===== src/dtc_pkg.sv =====
package dtc_pkg;
  // ************************************************
  // register addresses and pages
  // ************************************************
  localparam logic [7:0] DTC_ADDR_RUN_FLAG = 8'h88;
  localparam logic [7:0] DTC_ADDR_MODE = 8'h89;
  localparam logic [7:0] DTC_ADDR_T0_LOW = 8'h8a;
  localparam logic [7:0] DTC_ADDR_T1_LOW = 8'h8b;
  localparam logic [7:0] DTC_ADDR_T0_HIGH = 8'h8c;
  localparam logic [7:0] DTC_ADDR_T1_HIGH = 8'h8d;
  localparam logic [7:0] DTC_ADDR_CLK_SEL = 8'ha3;
  localparam logic [7:0] DTC_ADDR_PAGED = 8'ha4;
  localparam logic [3:0] DTC_PAGE_PRESCALE = 4'h0;
  localparam logic [3:0] DTC_PAGE_ROUTE = 4'h1;
  localparam logic [3:0] DTC_PAGE_GATE_EXT = 4'h6;
  localparam logic [7:0] DTC_RESET_BYTE = 8'h00;

  // ************************************************
  // field positions
  // ************************************************
  localparam int DTC_BIT_T1_FLAG = 7;
  localparam int DTC_BIT_T1_RUN = 6;
  localparam int DTC_BIT_T0_FLAG = 5;
  localparam int DTC_BIT_T0_RUN = 4;
  localparam int DTC_BIT_T1_GATE_LO = 7;
  localparam int DTC_BIT_T1_CNT_SEL = 6;
  localparam int DTC_BIT_T1_MODE = 4;
  localparam int DTC_BIT_T0_GATE_LO = 3;
  localparam int DTC_BIT_T0_CNT_SEL = 2;
  localparam int DTC_BIT_T0_MODE = 0;
  localparam int DTC_BIT_T1_FAST = 3;
  localparam int DTC_BIT_T0_FAST = 2;
  localparam int DTC_BIT_T1_CKOE = 1;
  localparam int DTC_BIT_T0_CKOE = 0;
  localparam int DTC_BIT_T0_ROUTE = 6;
  localparam int DTC_BIT_T0_SLOW = 0;
  localparam int DTC_BIT_T1_ROUTE = 4;
  localparam int DTC_BIT_T1_GATE_HI = 5;
  localparam int DTC_BIT_T0_GATE_HI = 4;

  // ************************************************
  // prescale ratios in system clock cycles
  // ************************************************
  localparam logic [7:0] DTC_DIV_STD = 8'h0c;
  localparam logic [7:0] DTC_DIV_QUAD = 8'h30;
  localparam logic [7:0] DTC_DIV_SLOWEST = 8'hc0;

  // ************************************************
  // types
  // ************************************************
  typedef enum logic [1:0] {
    DTC_MODE_PWM8 = 2'b00,
    DTC_MODE_CNT16 = 2'b01,
    DTC_MODE_RELOAD8 = 2'b10,
    DTC_MODE_SPLIT = 2'b11
  } dtc_mode_type;

  typedef struct packed {
    logic wr;
    logic rd;
    logic [3:0] page;
    logic [7:0] addr;
    logic [7:0] wdata;
  } dtc_sfr_req_type;

  typedef struct packed {
    logic div_std;
    logic div_quad;
    logic div_slowest;
  } dtc_tick_type;
endpackage : dtc_pkg


===== src/dtc_prescaler.sv =====
`timescale 1ns/1ps
module dtc_prescaler (
  input wire logic clk_sys_i, // system clock
  input wire logic sys_rst_i, // sync reset, high
  output dtc_pkg::dtc_tick_type tick_o // one-cycle enables
);
  import dtc_pkg::*;

  localparam logic [7:0] DIVS [3] = '{DTC_DIV_SLOWEST, DTC_DIV_QUAD, DTC_DIV_STD};
  wire [2:0] tick_q;

  // ************************************************
  // one free-running divider per ratio
  // ************************************************
  genvar g;
  generate
    for (g = 0; g < 3; g++)
    begin : g_div
      logic [7:0] cnt_q;
      logic pulse_q;
      wire wrap = (cnt_q == DIVS[g] - 8'h01);
      // count and emit a pulse at wrap
      always_ff @(posedge clk_sys_i)
      begin
        if (sys_rst_i)
        begin
          cnt_q <= 8'h00;
          pulse_q <= 1'b0;
        end
        else
        begin
          cnt_q <= wrap ? 8'h00 : cnt_q + 8'h01;
          pulse_q <= wrap;
        end
      end
      // each divider owns one bit of the pulse vector
      assign tick_q[g] = pulse_q;
    end
  endgenerate

  assign tick_o = dtc_tick_type'(tick_q);
endmodule : dtc_prescaler


===== src/dtc_timer_ctrl.sv =====
`timescale 1ns/1ps
// Behaviour
// [RULE_01] overflow flags set on overflow, cleared on vector ack, software read/write
// [RULE_02] run bit zero stops the timer, one lets it run
// [RULE_03] timer one gate: none, ext irq one, third timer flag, serial tx flag
// [RULE_04] timer zero gate: none, ext irq zero, second timer flag, keypad irq
// [RULE_05] timer one modes: pwm, 16-bit, 8-bit reload, stopped
// [RULE_06] timer zero modes: pwm, 16-bit, 8-bit reload, split low/high bytes
// [RULE_07] timer one source: clk/12, pin, clk, clk/48
// [RULE_08] timer zero source: eight choices incl. oscillator, watchdog, timer one overflow
// [RULE_09] timer one clock output driven on its pin when enabled
// [RULE_10] timer zero clock output driven on its pin when enabled
// [RULE_11] timer zero pin routed to one of four pins
// [RULE_12] timer one pin routed to one of four pins
// [RULE_13] address a4 decodes by page to three auxiliary registers
// [RULE_14] counting needs run bit and, if selected, an active gate
// [RULE_15] counter mode counts high-to-low transitions of sampled pin
// [RULE_16] reload mode reloads low byte from high byte, high unchanged
// [RULE_17] split mode: high byte uses timer one run and flag; timer one holds (code: timer one counts with its run bit ignored and sets no flag)
// [RULE_18] clock-out mode: 8-bit reload, toggle per overflow, no flag
module dtc_timer_ctrl (
  input wire logic clk_sys_i, // system clock
  input wire logic sys_rst_i, // sync reset, high
  input dtc_pkg::dtc_sfr_req_type sfr_req_i, // register access
  output logic [7:0] sfr_rdata_o, // read data, registered
  output logic sfr_rvalid_o, // read data valid
  input wire logic t0_irq_ack_i, // vector taken, timer zero
  input wire logic t1_irq_ack_i, // vector taken, timer one
  input wire logic [3:0] t0_pin_i, // timer zero candidate pins
  input wire logic [3:0] t1_pin_i, // timer one candidate pins
  output logic [3:0] t_zero_clkout_pin_o, // clock out level
  output logic [3:0] t_zero_clkout_oe_o, // clock out enable
  output logic [3:0] t_one_clkout_pin_o, // clock out level
  output logic [3:0] t_one_clkout_oe_o, // clock out enable
  input wire logic ext_irq_zero_i, // gate pin, high active
  input wire logic ext_irq_one_i, // gate pin, high active
  input wire logic keypad_irq_i, // gate level
  input wire logic second_timer_overflow_flag_i, // gate level
  input wire logic third_timer_overflow_flag_i, // gate level
  input wire logic serial_one_tx_flag_i, // gate level
  input wire logic internal_low_speed_osc_i, // async clock
  input wire logic watchdog_prescaler_out_i, // one-cycle pulse
  output logic t_zero_overflow_flag_o, // flag
  output logic t_one_overflow_flag_o, // flag
  output logic [1:0] pwm_o // pwm level per timer
);
  import dtc_pkg::*;

  // ************************************************
  // state
  // ************************************************
  logic [10:0] sync1_q, sync2_q, sync3_q;
  logic t0_flag_q, t1_flag_q, t0_run_q, t1_run_q;
  logic [3:0] irq_bits_q;
  logic [7:0] mode_q, tl0_q, th0_q, tl1_q, th1_q;
  logic [3:0] clk_sel_q;
  logic [1:0] route0_q, route1_q, gate_hi_q, tog_q, pwm_q;
  logic slow0_q;
  logic [7:0] rdata_q;
  logic rvalid_q;
  dtc_tick_type tick;

  dtc_prescaler u_pre (
    .clk_sys_i(clk_sys_i),
    .sys_rst_i(sys_rst_i),
    .tick_o(tick)
  );

  // ************************************************
  // pin synchronisers and edge detect
  // ************************************************
  always_ff @(posedge clk_sys_i)
  begin
    sync1_q <= {internal_low_speed_osc_i, ext_irq_one_i, ext_irq_zero_i, t1_pin_i, t0_pin_i};
    sync2_q <= sync1_q;
    sync3_q <= sync2_q;
  end

  wire [3:0] pin0_fall = sync3_q[3:0] & ~sync2_q[3:0];
  wire [3:0] pin1_fall = sync3_q[7:4] & ~sync2_q[7:4];
  wire ext0_lvl = sync2_q[8];
  wire ext1_lvl = sync2_q[9];
  wire osc_rise = sync2_q[10] & ~sync3_q[10];

  // ************************************************
  // address decode
  // ************************************************
  wire wr = sfr_req_i.wr;
  wire [7:0] wd = sfr_req_i.wdata;
  wire [7:0] ad = sfr_req_i.addr;
  wire wr_run = wr & (ad == DTC_ADDR_RUN_FLAG);
  wire wr_mode = wr & (ad == DTC_ADDR_MODE);
  wire wr_tl0 = wr & (ad == DTC_ADDR_T0_LOW);
  wire wr_tl1 = wr & (ad == DTC_ADDR_T1_LOW);
  wire wr_th0 = wr & (ad == DTC_ADDR_T0_HIGH);
  wire wr_th1 = wr & (ad == DTC_ADDR_T1_HIGH);
  wire wr_csel = wr & (ad == DTC_ADDR_CLK_SEL);
  wire sel_pre = (ad == DTC_ADDR_PAGED) & (sfr_req_i.page == DTC_PAGE_PRESCALE); // RULE_13
  wire sel_rte = (ad == DTC_ADDR_PAGED) & (sfr_req_i.page == DTC_PAGE_ROUTE); // RULE_13
  wire sel_gx = (ad == DTC_ADDR_PAGED) & (sfr_req_i.page == DTC_PAGE_GATE_EXT); // RULE_13

  // ************************************************
  // field views
  // ************************************************
  wire [1:0] mode0 = mode_q[DTC_BIT_T0_MODE +: 2];
  wire [1:0] mode1 = mode_q[DTC_BIT_T1_MODE +: 2];
  wire ckoe0 = clk_sel_q[DTC_BIT_T0_CKOE];
  wire ckoe1 = clk_sel_q[DTC_BIT_T1_CKOE];
  wire split0 = (mode0 == DTC_MODE_SPLIT) & ~ckoe0; // RULE_06
  wire [2:0] src0 = {slow0_q, clk_sel_q[DTC_BIT_T0_FAST], mode_q[DTC_BIT_T0_CNT_SEL]};
  wire [1:0] src1 = {clk_sel_q[DTC_BIT_T1_FAST], mode_q[DTC_BIT_T1_CNT_SEL]};
  wire [1:0] gsel0 = {gate_hi_q[0], mode_q[DTC_BIT_T0_GATE_LO]};
  wire [1:0] gsel1 = {gate_hi_q[1], mode_q[DTC_BIT_T1_GATE_LO]};

  // ************************************************
  // step of one timer: {overflow, high, low}
  // ************************************************
  function automatic logic [16:0] dtc_step(input logic [7:0] tl, input logic [7:0] th,
                                           input logic [1:0] md, input logic cko);
    logic [16:0] r;
    r = {tl == 8'hff, th, tl + 8'h01}; // pwm and split: 8-bit wrap
    if (cko | (md == DTC_MODE_RELOAD8))
      r = {tl == 8'hff, th, (tl == 8'hff) ? th : tl + 8'h01}; // RULE_16 RULE_18
    else if (md == DTC_MODE_CNT16)
      r = {{th, tl} == 16'hffff, {th, tl} + 16'h0001};
    return r;
  endfunction : dtc_step

  // ************************************************
  // source, gate and count enables
  // ************************************************
  wire [16:0] step0 = dtc_step(tl0_q, th0_q, mode0, ckoe0);
  wire [16:0] step1 = dtc_step(tl1_q, th1_q, mode1, ckoe1);
  wire [3:0] gate0_vec = {keypad_irq_i, second_timer_overflow_flag_i, ext0_lvl, 1'b1};
  wire gate0 = gate0_vec[gsel0]; // RULE_04
  wire [3:0] gate1_vec = {serial_one_tx_flag_i, third_timer_overflow_flag_i, ext1_lvl, 1'b1};
  wire gate1 = gate1_vec[gsel1]; // RULE_03
  wire [3:0] tick1_vec = {tick.div_quad, 1'b1, pin1_fall[route1_q], tick.div_std};
  wire tick1 = tick1_vec[src1]; // RULE_07 RULE_15
  wire run1 = split0 ? 1'b1 : t1_run_q; // RULE_17
  wire en1 = run1 & gate1 & tick1 & (mode1 != DTC_MODE_SPLIT); // RULE_05 RULE_14 RULE_02
  wire t1_ovf_evt = en1 & step1[16];
  wire [7:0] tick0_vec = {t1_ovf_evt, tick.div_slowest, watchdog_prescaler_out_i, tick.div_quad,
                          osc_rise, 1'b1, pin0_fall[route0_q], tick.div_std};
  wire tick0 = tick0_vec[src0]; // RULE_08 RULE_15
  wire en0 = t0_run_q & gate0 & tick0; // RULE_02 RULE_14
  wire th0_tick = split0 & t1_run_q & ((src0 == 3'b001) ? tick.div_std : tick0); // RULE_17
  wire t0_set = en0 & step0[16] & ~ckoe0; // RULE_18
  wire t1_set = split0 ? (th0_tick & (th0_q == 8'hff)) : (en1 & step1[16] & ~ckoe1); // RULE_17 RULE_18

  // ************************************************
  // control registers
  // ************************************************
  always_ff @(posedge clk_sys_i)
  begin
    if (sys_rst_i)
    begin
      {t0_run_q, t1_run_q, irq_bits_q} <= 6'h00;
      mode_q <= DTC_RESET_BYTE;
      clk_sel_q <= 4'h0;
      {route0_q, route1_q, gate_hi_q, slow0_q} <= 7'h00;
    end
    else
    begin
      if (wr_run)
        {t1_run_q, t0_run_q, irq_bits_q} <= {wd[DTC_BIT_T1_RUN], wd[DTC_BIT_T0_RUN], wd[3:0]};
      if (wr_mode)
        mode_q <= wd;
      if (wr_csel)
        clk_sel_q <= wd[3:0];
      if (wr & sel_pre)
        {route0_q, slow0_q} <= {wd[DTC_BIT_T0_ROUTE +: 2], wd[DTC_BIT_T0_SLOW]};
      if (wr & sel_rte)
        route1_q <= wd[DTC_BIT_T1_ROUTE +: 2];
      if (wr & sel_gx)
        gate_hi_q <= {wd[DTC_BIT_T1_GATE_HI], wd[DTC_BIT_T0_GATE_HI]};
    end
  end

  // overflow flags: hardware set beats any clear
  always_ff @(posedge clk_sys_i)
  begin
    if (sys_rst_i)
      {t1_flag_q, t0_flag_q} <= 2'b00;
    else
    begin
      t0_flag_q <= t0_set | (wr_run ? wd[DTC_BIT_T0_FLAG] : (t0_flag_q & ~t0_irq_ack_i)); // RULE_01
      t1_flag_q <= t1_set | (wr_run ? wd[DTC_BIT_T1_FLAG] : (t1_flag_q & ~t1_irq_ack_i)); // RULE_01
    end
  end

  // ************************************************
  // count registers, software write wins
  // ************************************************
  always_ff @(posedge clk_sys_i)
  begin
    if (sys_rst_i)
      {tl0_q, th0_q, tl1_q, th1_q} <= {4{DTC_RESET_BYTE}};
    else
    begin
      tl0_q <= wr_tl0 ? wd : (en0 ? step0[7:0] : tl0_q);
      th0_q <= wr_th0 ? wd : (th0_tick ? th0_q + 8'h01 : ((en0 & ~split0) ? step0[15:8] : th0_q));
      tl1_q <= wr_tl1 ? wd : (en1 ? step1[7:0] : tl1_q);
      th1_q <= wr_th1 ? wd : (en1 ? step1[15:8] : th1_q);
    end
  end

  // clock-out toggles and pwm levels
  always_ff @(posedge clk_sys_i)
  begin
    if (sys_rst_i)
      {tog_q, pwm_q} <= 4'h0;
    else
    begin
      tog_q[0] <= tog_q[0] ^ (en0 & step0[16] & ckoe0); // RULE_18
      tog_q[1] <= tog_q[1] ^ (en1 & step1[16] & ckoe1); // RULE_18
      pwm_q[0] <= (mode0 == DTC_MODE_PWM8) & ~ckoe0 & (tl0_q < th0_q);
      pwm_q[1] <= (mode1 == DTC_MODE_PWM8) & ~ckoe1 & (tl1_q < th1_q);
    end
  end

  // ************************************************
  // pin routing of clock outputs
  // ************************************************
  assign t_zero_clkout_oe_o = {3'b000, ckoe0} << route0_q; // RULE_10 RULE_11
  assign t_zero_clkout_pin_o = {4{tog_q[0]}} & t_zero_clkout_oe_o; // RULE_10
  assign t_one_clkout_oe_o = {3'b000, ckoe1} << route1_q; // RULE_09 RULE_12
  assign t_one_clkout_pin_o = {4{tog_q[1]}} & t_one_clkout_oe_o; // RULE_09

  // ************************************************
  // read path
  // ************************************************
  wire [7:0] rd_run = {t1_flag_q, t1_run_q, t0_flag_q, t0_run_q, irq_bits_q};
  wire [7:0] rd_mux =
    (ad == DTC_ADDR_RUN_FLAG) ? rd_run :
    (ad == DTC_ADDR_MODE) ? mode_q :
    (ad == DTC_ADDR_T0_LOW) ? tl0_q :
    (ad == DTC_ADDR_T1_LOW) ? tl1_q :
    (ad == DTC_ADDR_T0_HIGH) ? th0_q :
    (ad == DTC_ADDR_T1_HIGH) ? th1_q :
    (ad == DTC_ADDR_CLK_SEL) ? {4'h0, clk_sel_q} :
    sel_pre ? {route0_q, 5'h00, slow0_q} :
    sel_rte ? {2'b00, route1_q, 4'h0} :
    sel_gx ? {2'b00, gate_hi_q, 4'h0} : 8'h00;

  always_ff @(posedge clk_sys_i)
  begin
    if (sys_rst_i)
      {rdata_q, rvalid_q} <= 9'h000;
    else
    begin
      rvalid_q <= sfr_req_i.rd;
      if (sfr_req_i.rd)
        rdata_q <= rd_mux;
    end
  end

  assign sfr_rdata_o = rdata_q;
  assign sfr_rvalid_o = rvalid_q;
  assign t_zero_overflow_flag_o = t0_flag_q;
  assign t_one_overflow_flag_o = t1_flag_q;
  assign pwm_o = pwm_q;
endmodule : dtc_timer_ctrl


===== config.mk =====
export PLATFORM = sky130hd
export DESIGN_NAME = dtc_timer_ctrl
export DESIGN_NICKNAME = d
export VERILOG_FILES = /design/src/dtc_pkg.sv /design/src/dtc_prescaler.sv /design/src/dtc_timer_ctrl.sv
export SDC_FILE = /design/constraint.sdc
export NUM_CORES = 1
export LEC_CHECK = 0
export BUFFER_PORTS_ARGS = -buffer_cell sky130_fd_sc_hd__buf_2
export CAP_MARGIN = 15
export CORE_ASPECT_RATIO = 1.4
export CORE_MARGIN = 2
export CORE_UTILIZATION = 61
export CTS_BUF_LIST = sky130_fd_sc_hd__clkbuf_4 sky130_fd_sc_hd__clkbuf_8
export CTS_CLUSTER_DIAMETER = 200
export DETAILED_ROUTE_END_ITERATION = 10
export PLACE_DENSITY = 0.83
export SLEW_MARGIN = 20
export SYNTH_ARGS = -nofsm -noshare
export SYNTH_HDL_FRONTEND = slang
export SYNTH_SLANG_ARGS = --single-unit
export TNS_END_PERCENT = 10

===== constraint.sdc =====
create_clock -name clk_sys_i -period 2.8 [get_ports clk_sys_i]
set_input_delay 0.56 -clock clk_sys_i [delete_from_list [all_inputs] [get_ports clk_sys_i]]
set_output_delay 0.56 -clock clk_sys_i [all_outputs]
set_load 0.005 [all_outputs]

# After elaboration in Yosys (flattened, before gate mapping)
# Index checks and enable logic that the tools add are counted.
# totals
regBits	132
in_bits	42
output_inout_bits	29
wordCells	183
# classes
n_addsub	8
magnitude_cmp	8
n_eq_ne	27
n_shift	2
n_mux	42
bitwise	54
n_reduce_logical	14
# op_table
operator	count
two-way mux 8 bit	19
== test 8 bit (second input constant)	12
two-way mux 17 bit	4
adder 8 x 1 -> 8 bit (second input constant)	6
AND 1 bit	36
adder 16 x 1 -> 16 bit (second input constant)	2
== test 16 bit (second input constant)	2
AND 4 bit	4
less-than comparator 8 bit	2
less-than comparator 2 x 3 -> 1 bit (second input constant)	5
two-way mux 6 bit	2
two-way mux 1 bit	11
binary-select mux 1 bit (select 2 bit)	5
== test 8 x 4 -> 1 bit (second input constant)	1
== test 8 x 6 -> 1 bit (second input constant)	1
inverter 4 bit	2
nonzero test 2 bit	4
<< shifter 1 x 2 -> 4 bit	2
== test 2 bit (second input constant)	3
inverter 1 bit	6
AND reduction 3 bit	2
nonzero test 3 bit	2
OR reduction 2 bit	3
== test 2 x 1 -> 1 bit (second input constant)	2
11 further kinds	17

# Longest topological paths before layout
# logic_depth
depth_word	16
ltp_mapped	11

# Modules after synthesis
# Synthesis repeated with hierarchy kept, for this count alone.
# hier_totals
hier_cells	788
hier_area_um2	6597.6
# modules_own_cells
module	n_inst	cells_each	area_per_inst_um2	seq_area_each_um2
dtc_timer_ctrl	1	665	5494.0	2062.0
dtc_prescaler	1	123	1103.6	540.5

# Least setup slack after synthesis
# No wires, ideal clock.
# synth_path
path_kind	input to register
from	input port sfr_req_i[14] (netlist bit)
to	register rdata_q[0], in the netlist sfr_rdata_o[0]
setup_ns	0.078
arrival_time_ns	2.341
t_required_ns	2.722
setup_slack_ns	0.381
cell_stages	8
path_buffers	0
path_cell_list	nor3b_1 -> nand3b_1 -> or4_1 -> nor4_2 -> nand2_1 -> a222oi_1 -> nor2_1 -> nor3_1
# synth_between
elab_chain_len	11
word_cells_on_any_way	19
cone_classes	eq/ne: 8; mux: 9; bitwise: 2
# synth_rtl
item	line	rtl
start, declared	dtc_timer_ctrl.sv:24	input dtc_pkg::dtc_sfr_req_type sfr_req_i,
== test 8 bit	dtc_timer_ctrl.sv:98, dtc_timer_ctrl.sv:99	
AND 1 bit	dtc_timer_ctrl.sv:99	wire sel_rte = (ad == DTC_ADDR_PAGED) & (sfr_req_i.page == DTC_PAGE_ROUTE);
two-way mux 6 bit	dtc_timer_ctrl.sv:243	sel_rte ? {2'b00, route1_q, 4'h0} :
two-way mux 8 bit	dtc_timer_ctrl.sv:242	sel_pre ? {route0_q, 5'h00, slow0_q} :
two-way mux 8 bit	dtc_timer_ctrl.sv:241	(ad == DTC_ADDR_CLK_SEL) ? {4'h0, clk_sel_q} :
two-way mux 8 bit	dtc_timer_ctrl.sv:240	(ad == DTC_ADDR_T1_HIGH) ? th1_q :
two-way mux 8 bit	dtc_timer_ctrl.sv:239	(ad == DTC_ADDR_T0_HIGH) ? th0_q :
two-way mux 8 bit	dtc_timer_ctrl.sv:238	(ad == DTC_ADDR_T1_LOW) ? tl1_q :
two-way mux 8 bit	dtc_timer_ctrl.sv:237	(ad == DTC_ADDR_T0_LOW) ? tl0_q :
two-way mux 8 bit	dtc_timer_ctrl.sv:236	(ad == DTC_ADDR_MODE) ? mode_q :
two-way mux 8 bit *	dtc_timer_ctrl.sv:235	(ad == DTC_ADDR_RUN_FLAG) ? rd_run :
end signal, assigned	dtc_timer_ctrl.sv:254	rdata_q <= rd_mux;
end, declared	dtc_timer_ctrl.sv:59	logic [7:0] rdata_q;
# Every way passes the cells marked *; elsewhere a longest branch is shown, timed or not.
# A chain may end at the register's enable or synchronous reset.

# Worst setup path after layout
# layout_path
from	register route1_q[1]
to	register tl0_q[5]
# layout_between
elab_chain_len	11
# layout_rtl
item	line	rtl
start, declared	dtc_timer_ctrl.sv:57	logic [1:0] route0_q, route1_q, gate_hi_q, tog_q, pwm_q;
start signal, assigned	dtc_timer_ctrl.sv:174	route1_q <= wd[DTC_BIT_T1_ROUTE +: 2];
binary-select mux 1 bit (select 2 bit)	dtc_timer_ctrl.sv:138	wire [3:0] tick1_vec = {tick.div_quad, 1'b1, pin1_fall[route1_q], tick.div_std};
two-way mux 1 bit (not written as such)	dtc_timer_ctrl.sv:138	
binary-select mux 1 bit (select 2 bit)	dtc_timer_ctrl.sv:139	wire tick1 = tick1_vec[src1];
two-way mux 1 bit (not written as such)	dtc_timer_ctrl.sv:139	
AND 1 bit (2 in series)	dtc_timer_ctrl.sv:141	wire en1 = run1 & gate1 & tick1 & (mode1 != DTC_MODE_SPLIT);
AND 1 bit	dtc_timer_ctrl.sv:142	wire t1_ovf_evt = en1 & step1[16];
binary-select mux 1 bit (select 3 bit)	dtc_timer_ctrl.sv:145	wire tick0 = tick0_vec[src0];
two-way mux 1 bit (not written as such)	dtc_timer_ctrl.sv:145	
AND 1 bit	dtc_timer_ctrl.sv:146	wire en0 = t0_run_q & gate0 & tick0;
nonzero test 2 bit (no source line)	--	
end signal, assigned	dtc_timer_ctrl.sv:198	{tl0_q, th0_q, tl1_q, th1_q} <= {4{DTC_RESET_BYTE}};
end signal, assigned	dtc_timer_ctrl.sv:201	tl0_q <= wr_tl0 ? wd : (en0 ? step0[7:0] : tl0_q);
end, declared	dtc_timer_ctrl.sv:55	logic [7:0] mode_q, tl0_q, th0_q, tl1_q, th1_q;
# Every way passes these cells. The select of a mux whose other input is x is not followed.

==> impl_metrics.ini <==
[routing]
drt_iter0_drc = 604
num_vias = 6349
dr.pass1.iters = 6
vias_per_cell = 6.34
routedWlPerCell_um = 19.1
drt-total-wl_um = 19200
drc = 0
antenna_left = 0

[floorplan]
core_sq_um = 10300
die_width_um = 90.9
start_util_pct = 62.4
io_pins = 71
row_count = 44
die_area_sq_um = 11400
die_h_um = 126

[synthesis]
avgSynthCellArea_sq_um = 8.40
synth-seq-cells = 130
yosys.area.top_type = dfxtp_1
synth_nets = 830
synth_cell_type_count = 70
synth_edf_count = 0
synthMuxAreaShare_pct = 4.01
ys_warn_count = 0
synth_xor_area_share_pct = 4.61
netlist_area_sq_um = 6450
synth-compound-area-share_pct = 16.9
synth_top_family_by_area = simple AND/OR/NAND/NOR gates
synthAdderAreaFrac_pct = 3.88
seq_area_frac_synth_pct = 40.3
async_reset_ff_share_pct = 0
synth.cells.most_frequent = dfxtp_1, nor2_1, nand2_1
synth_top_flop_cell = dfxtp_1
synthCells = 768
yosys-top-cells-area = dfxtp_1, nor2_1, nand2_1
synth-simple-area-share_pct = 26.3
netlist.area_leader.share_pct = 40.3
yosysMostFrequentCell = dfxtp_1

[clock_network]
clock_latency_ns = 0.46
cts_made_buffers = 17
ctsRootBufferMaster = clkbuf_8
cts.reportedPaths.clkPinSlew_ns = 0.09
clock_path_buffers = 2
clkSinkCount = 130
postCtsHoldBufs = 0
cts_tree = yes
htreeDepth = 4

[place]
place.gp.congestion = 0.993
port_buffers = 70
place_hpwl_um = 13800
dpl_cell_area_sq_um = 7070
place_ws_ns = 0.0308

[cells_and_area]
drive_gt1_share_pct = 18.5
nFillCells = 853
syn_to_final_growth_pct = 15.9
nets = 913
antennaDiodeCount = 0
final_cell_area_sq_um = 7480
post-route-util_pct = 72.3

[global_routing]
grt_overflow = 0
grt_usage_pct = 33.7
grt_pass1_vias = 6151
antenna_found_initial = 0
grt_first_pass_wirelength_um = 30500
grt_start_max_net_pins = 33

[timing]
rsz0062_at_grt = no
finalCritPeriodShare_pct = 92.6
hold_viol_final = 0
finalCriticalPeriod_ns = 2.59
setup_viol = 0
tightestPinTransition_ns = 0.776
setup_tns_ns = 0
fmax_mhz = 386
setup_slack_ns = 0.207
slew_headroom_pct = 47.9
drv_slew = 0
fin_worst_skew_ns = 0.0127

[critical_path]
crit_slowest_cell = dfxtp_1
crit_arrival_ns = 2.91
cpMostUsedCell = buf_4
end_kind = flop
crit_fanout = 9
critical_path_required_ns = 3.12
path_class = reg2reg
worstSetupStartpointType = flop
crit_path_max_incr_delay_ns = 0.38
path_cells = buf_4 -> and3b_1 -> o21ai_1 -> a211oi_4 -> a211o_2 -> and3_2 -> buf_4 -> a221oi_1 -> nor3_1

[pwr]
total_leakage_power_nw = 2.95
power.density_nw_per_um2 = 501
peakVddDrop_mv = 0.506

[outcome]
status = complete, no violations

[hold_path]
min-delay-path-class = in2reg

[job]
max-cap-violations = 0
[placed cells by master, fill, tap and decap left out, types with 5 or more instances in the layout]
| master | Yosys | layout |
|---|---|---|
| a211oi_1 | 19 | 19 |
| a21o_1 | 16 | 16 |
| a21oi_1 | 51 | 51 |
| a221oi_1 | 7 | 7 |
| a22oi_1 | 10 | 10 |
| and3_1 | 14 | 13 |
| and3b_1 | 7 | 7 |
| buf_2 | 2 | 70 |
| buf_4 | 3 | 35 |
| clkbuf_8 | 0 | 17 |
| dfxtp_1 | 130 | 130 |
| ha_1 | 20 | 20 |
| inv_1 | 23 | 23 |
| inv_6 | 0 | 5 |
| mux2_2 | 7 | 7 |
| mux2i_1 | 18 | 18 |
| nand2_1 | 80 | 80 |
| nand2b_1 | 8 | 8 |
| nand3_1 | 43 | 43 |
| nand3b_1 | 5 | 5 |
| nand4_1 | 14 | 14 |
| nor2_1 | 92 | 92 |
| nor3_1 | 19 | 19 |
| nor3b_1 | 15 | 15 |
| o211ai_1 | 6 | 6 |
| o21ai_0 | 14 | 14 |
| xnor2_1 | 22 | 22 |
| xor2_1 | 12 | 12 |
[kinds of logic (layout without fill, tap and decap cells)]
kind of cell	Yosys count	after routing
AOI/OAI and AO/OA	160	160
xor gates and xnor gates	34	34
adders and majority gates	20	20
buffers and inverters	65	161
DFF	130	130
muxes	25	25
and+or+nand+nor	334	334
[final timing paths]
kind | startpoint | to | slack (ns) | cells past startpoint
max | route1_q[1] | tl0_q[5] | 0.21 | 9
min | t1_pin_i[3] | sync1_q[7] | 0.19 | 1
max reg2reg | route1_q[1] | tl0_q[5] | 0.21 | 9
min reg2reg | sync1_q[9] | sync2_q[9] | 0.33 | 0
[report_power, final]
group / leakage (nW) / switching, mW / internal [mW] / total [mW]
combinational: 1.67 / 0.110 / 0.0617 / 0.172
sequential: 1.06 / 0.0225 / 1.89 / 1.91
clock: 0.210 / 0.832 / 0.829 / 1.66
[metal layers]
| layer | track usage [%] | up-vias | wire length (um) |
|---|---|---|---|
| li1 | - | 2917 | - |
| met1 | 39.2 | 2958 | 7090 |
| met2 | 56.6 | 378 | 9070 |
| met3 | 7.00 | 96 | 1770 |
| met4 | 21.0 | 0 | 1240 |
| met5 | 0 | - | 0 |
[flip-flops by register name, summed over array words and instances, names as in the netlist, 3 cells and up]
register	count
u_pre.g_div.pulse_q	3
clk_sel_q	4
sync2_q	11
sync3_q	9
tl1_q	8
irq_bits_q	4
sync1_q	11
tl0_q	8
sfr_rdata_o	8
u_pre.g_div.cnt_q	24
th0_q	8
th1_q	8
mode_q	8
[cell type report]
type                            instances  area [sq um]  area share, %
Clock inverter                         14           166           2.22
Inverter                               24          90.1           1.20
Clock buffer                           18           241           3.23
Timing Repair Buffer                  105           613           8.20
Multi-Input combinational cell        573          3590           48.1
Tap cell                              138           173           2.31
Sequential cell                       130          2600           34.8
[metrics by stage]
stage          hold slack [ns]  cells  power, mW
6_report                 0.190   1002       3.75
5_1_grt                  0.185   1002       3.85
4_1_cts                  0.185   1002       3.75
3_5_place_dp             0.314    970       2.12
3_3_place_gp             0.310    970       2.11
2_1_floorplan            0.310    768       2.03
[worst max-delay path, delay by kind of cell (launching register included)]
family          cells  cell delay, ns
buf+inv             2            0.39
compound gates      4            1.14
simple gates        3            0.56
flops               1            0.38
[repair_timing]
item                                    in CTS  in global routing
buffers inserted                             0                  0
gates resized for setup                      0                  1
endpoints found under the setup margin       0                  1
(Power assumes the default switching activity.)
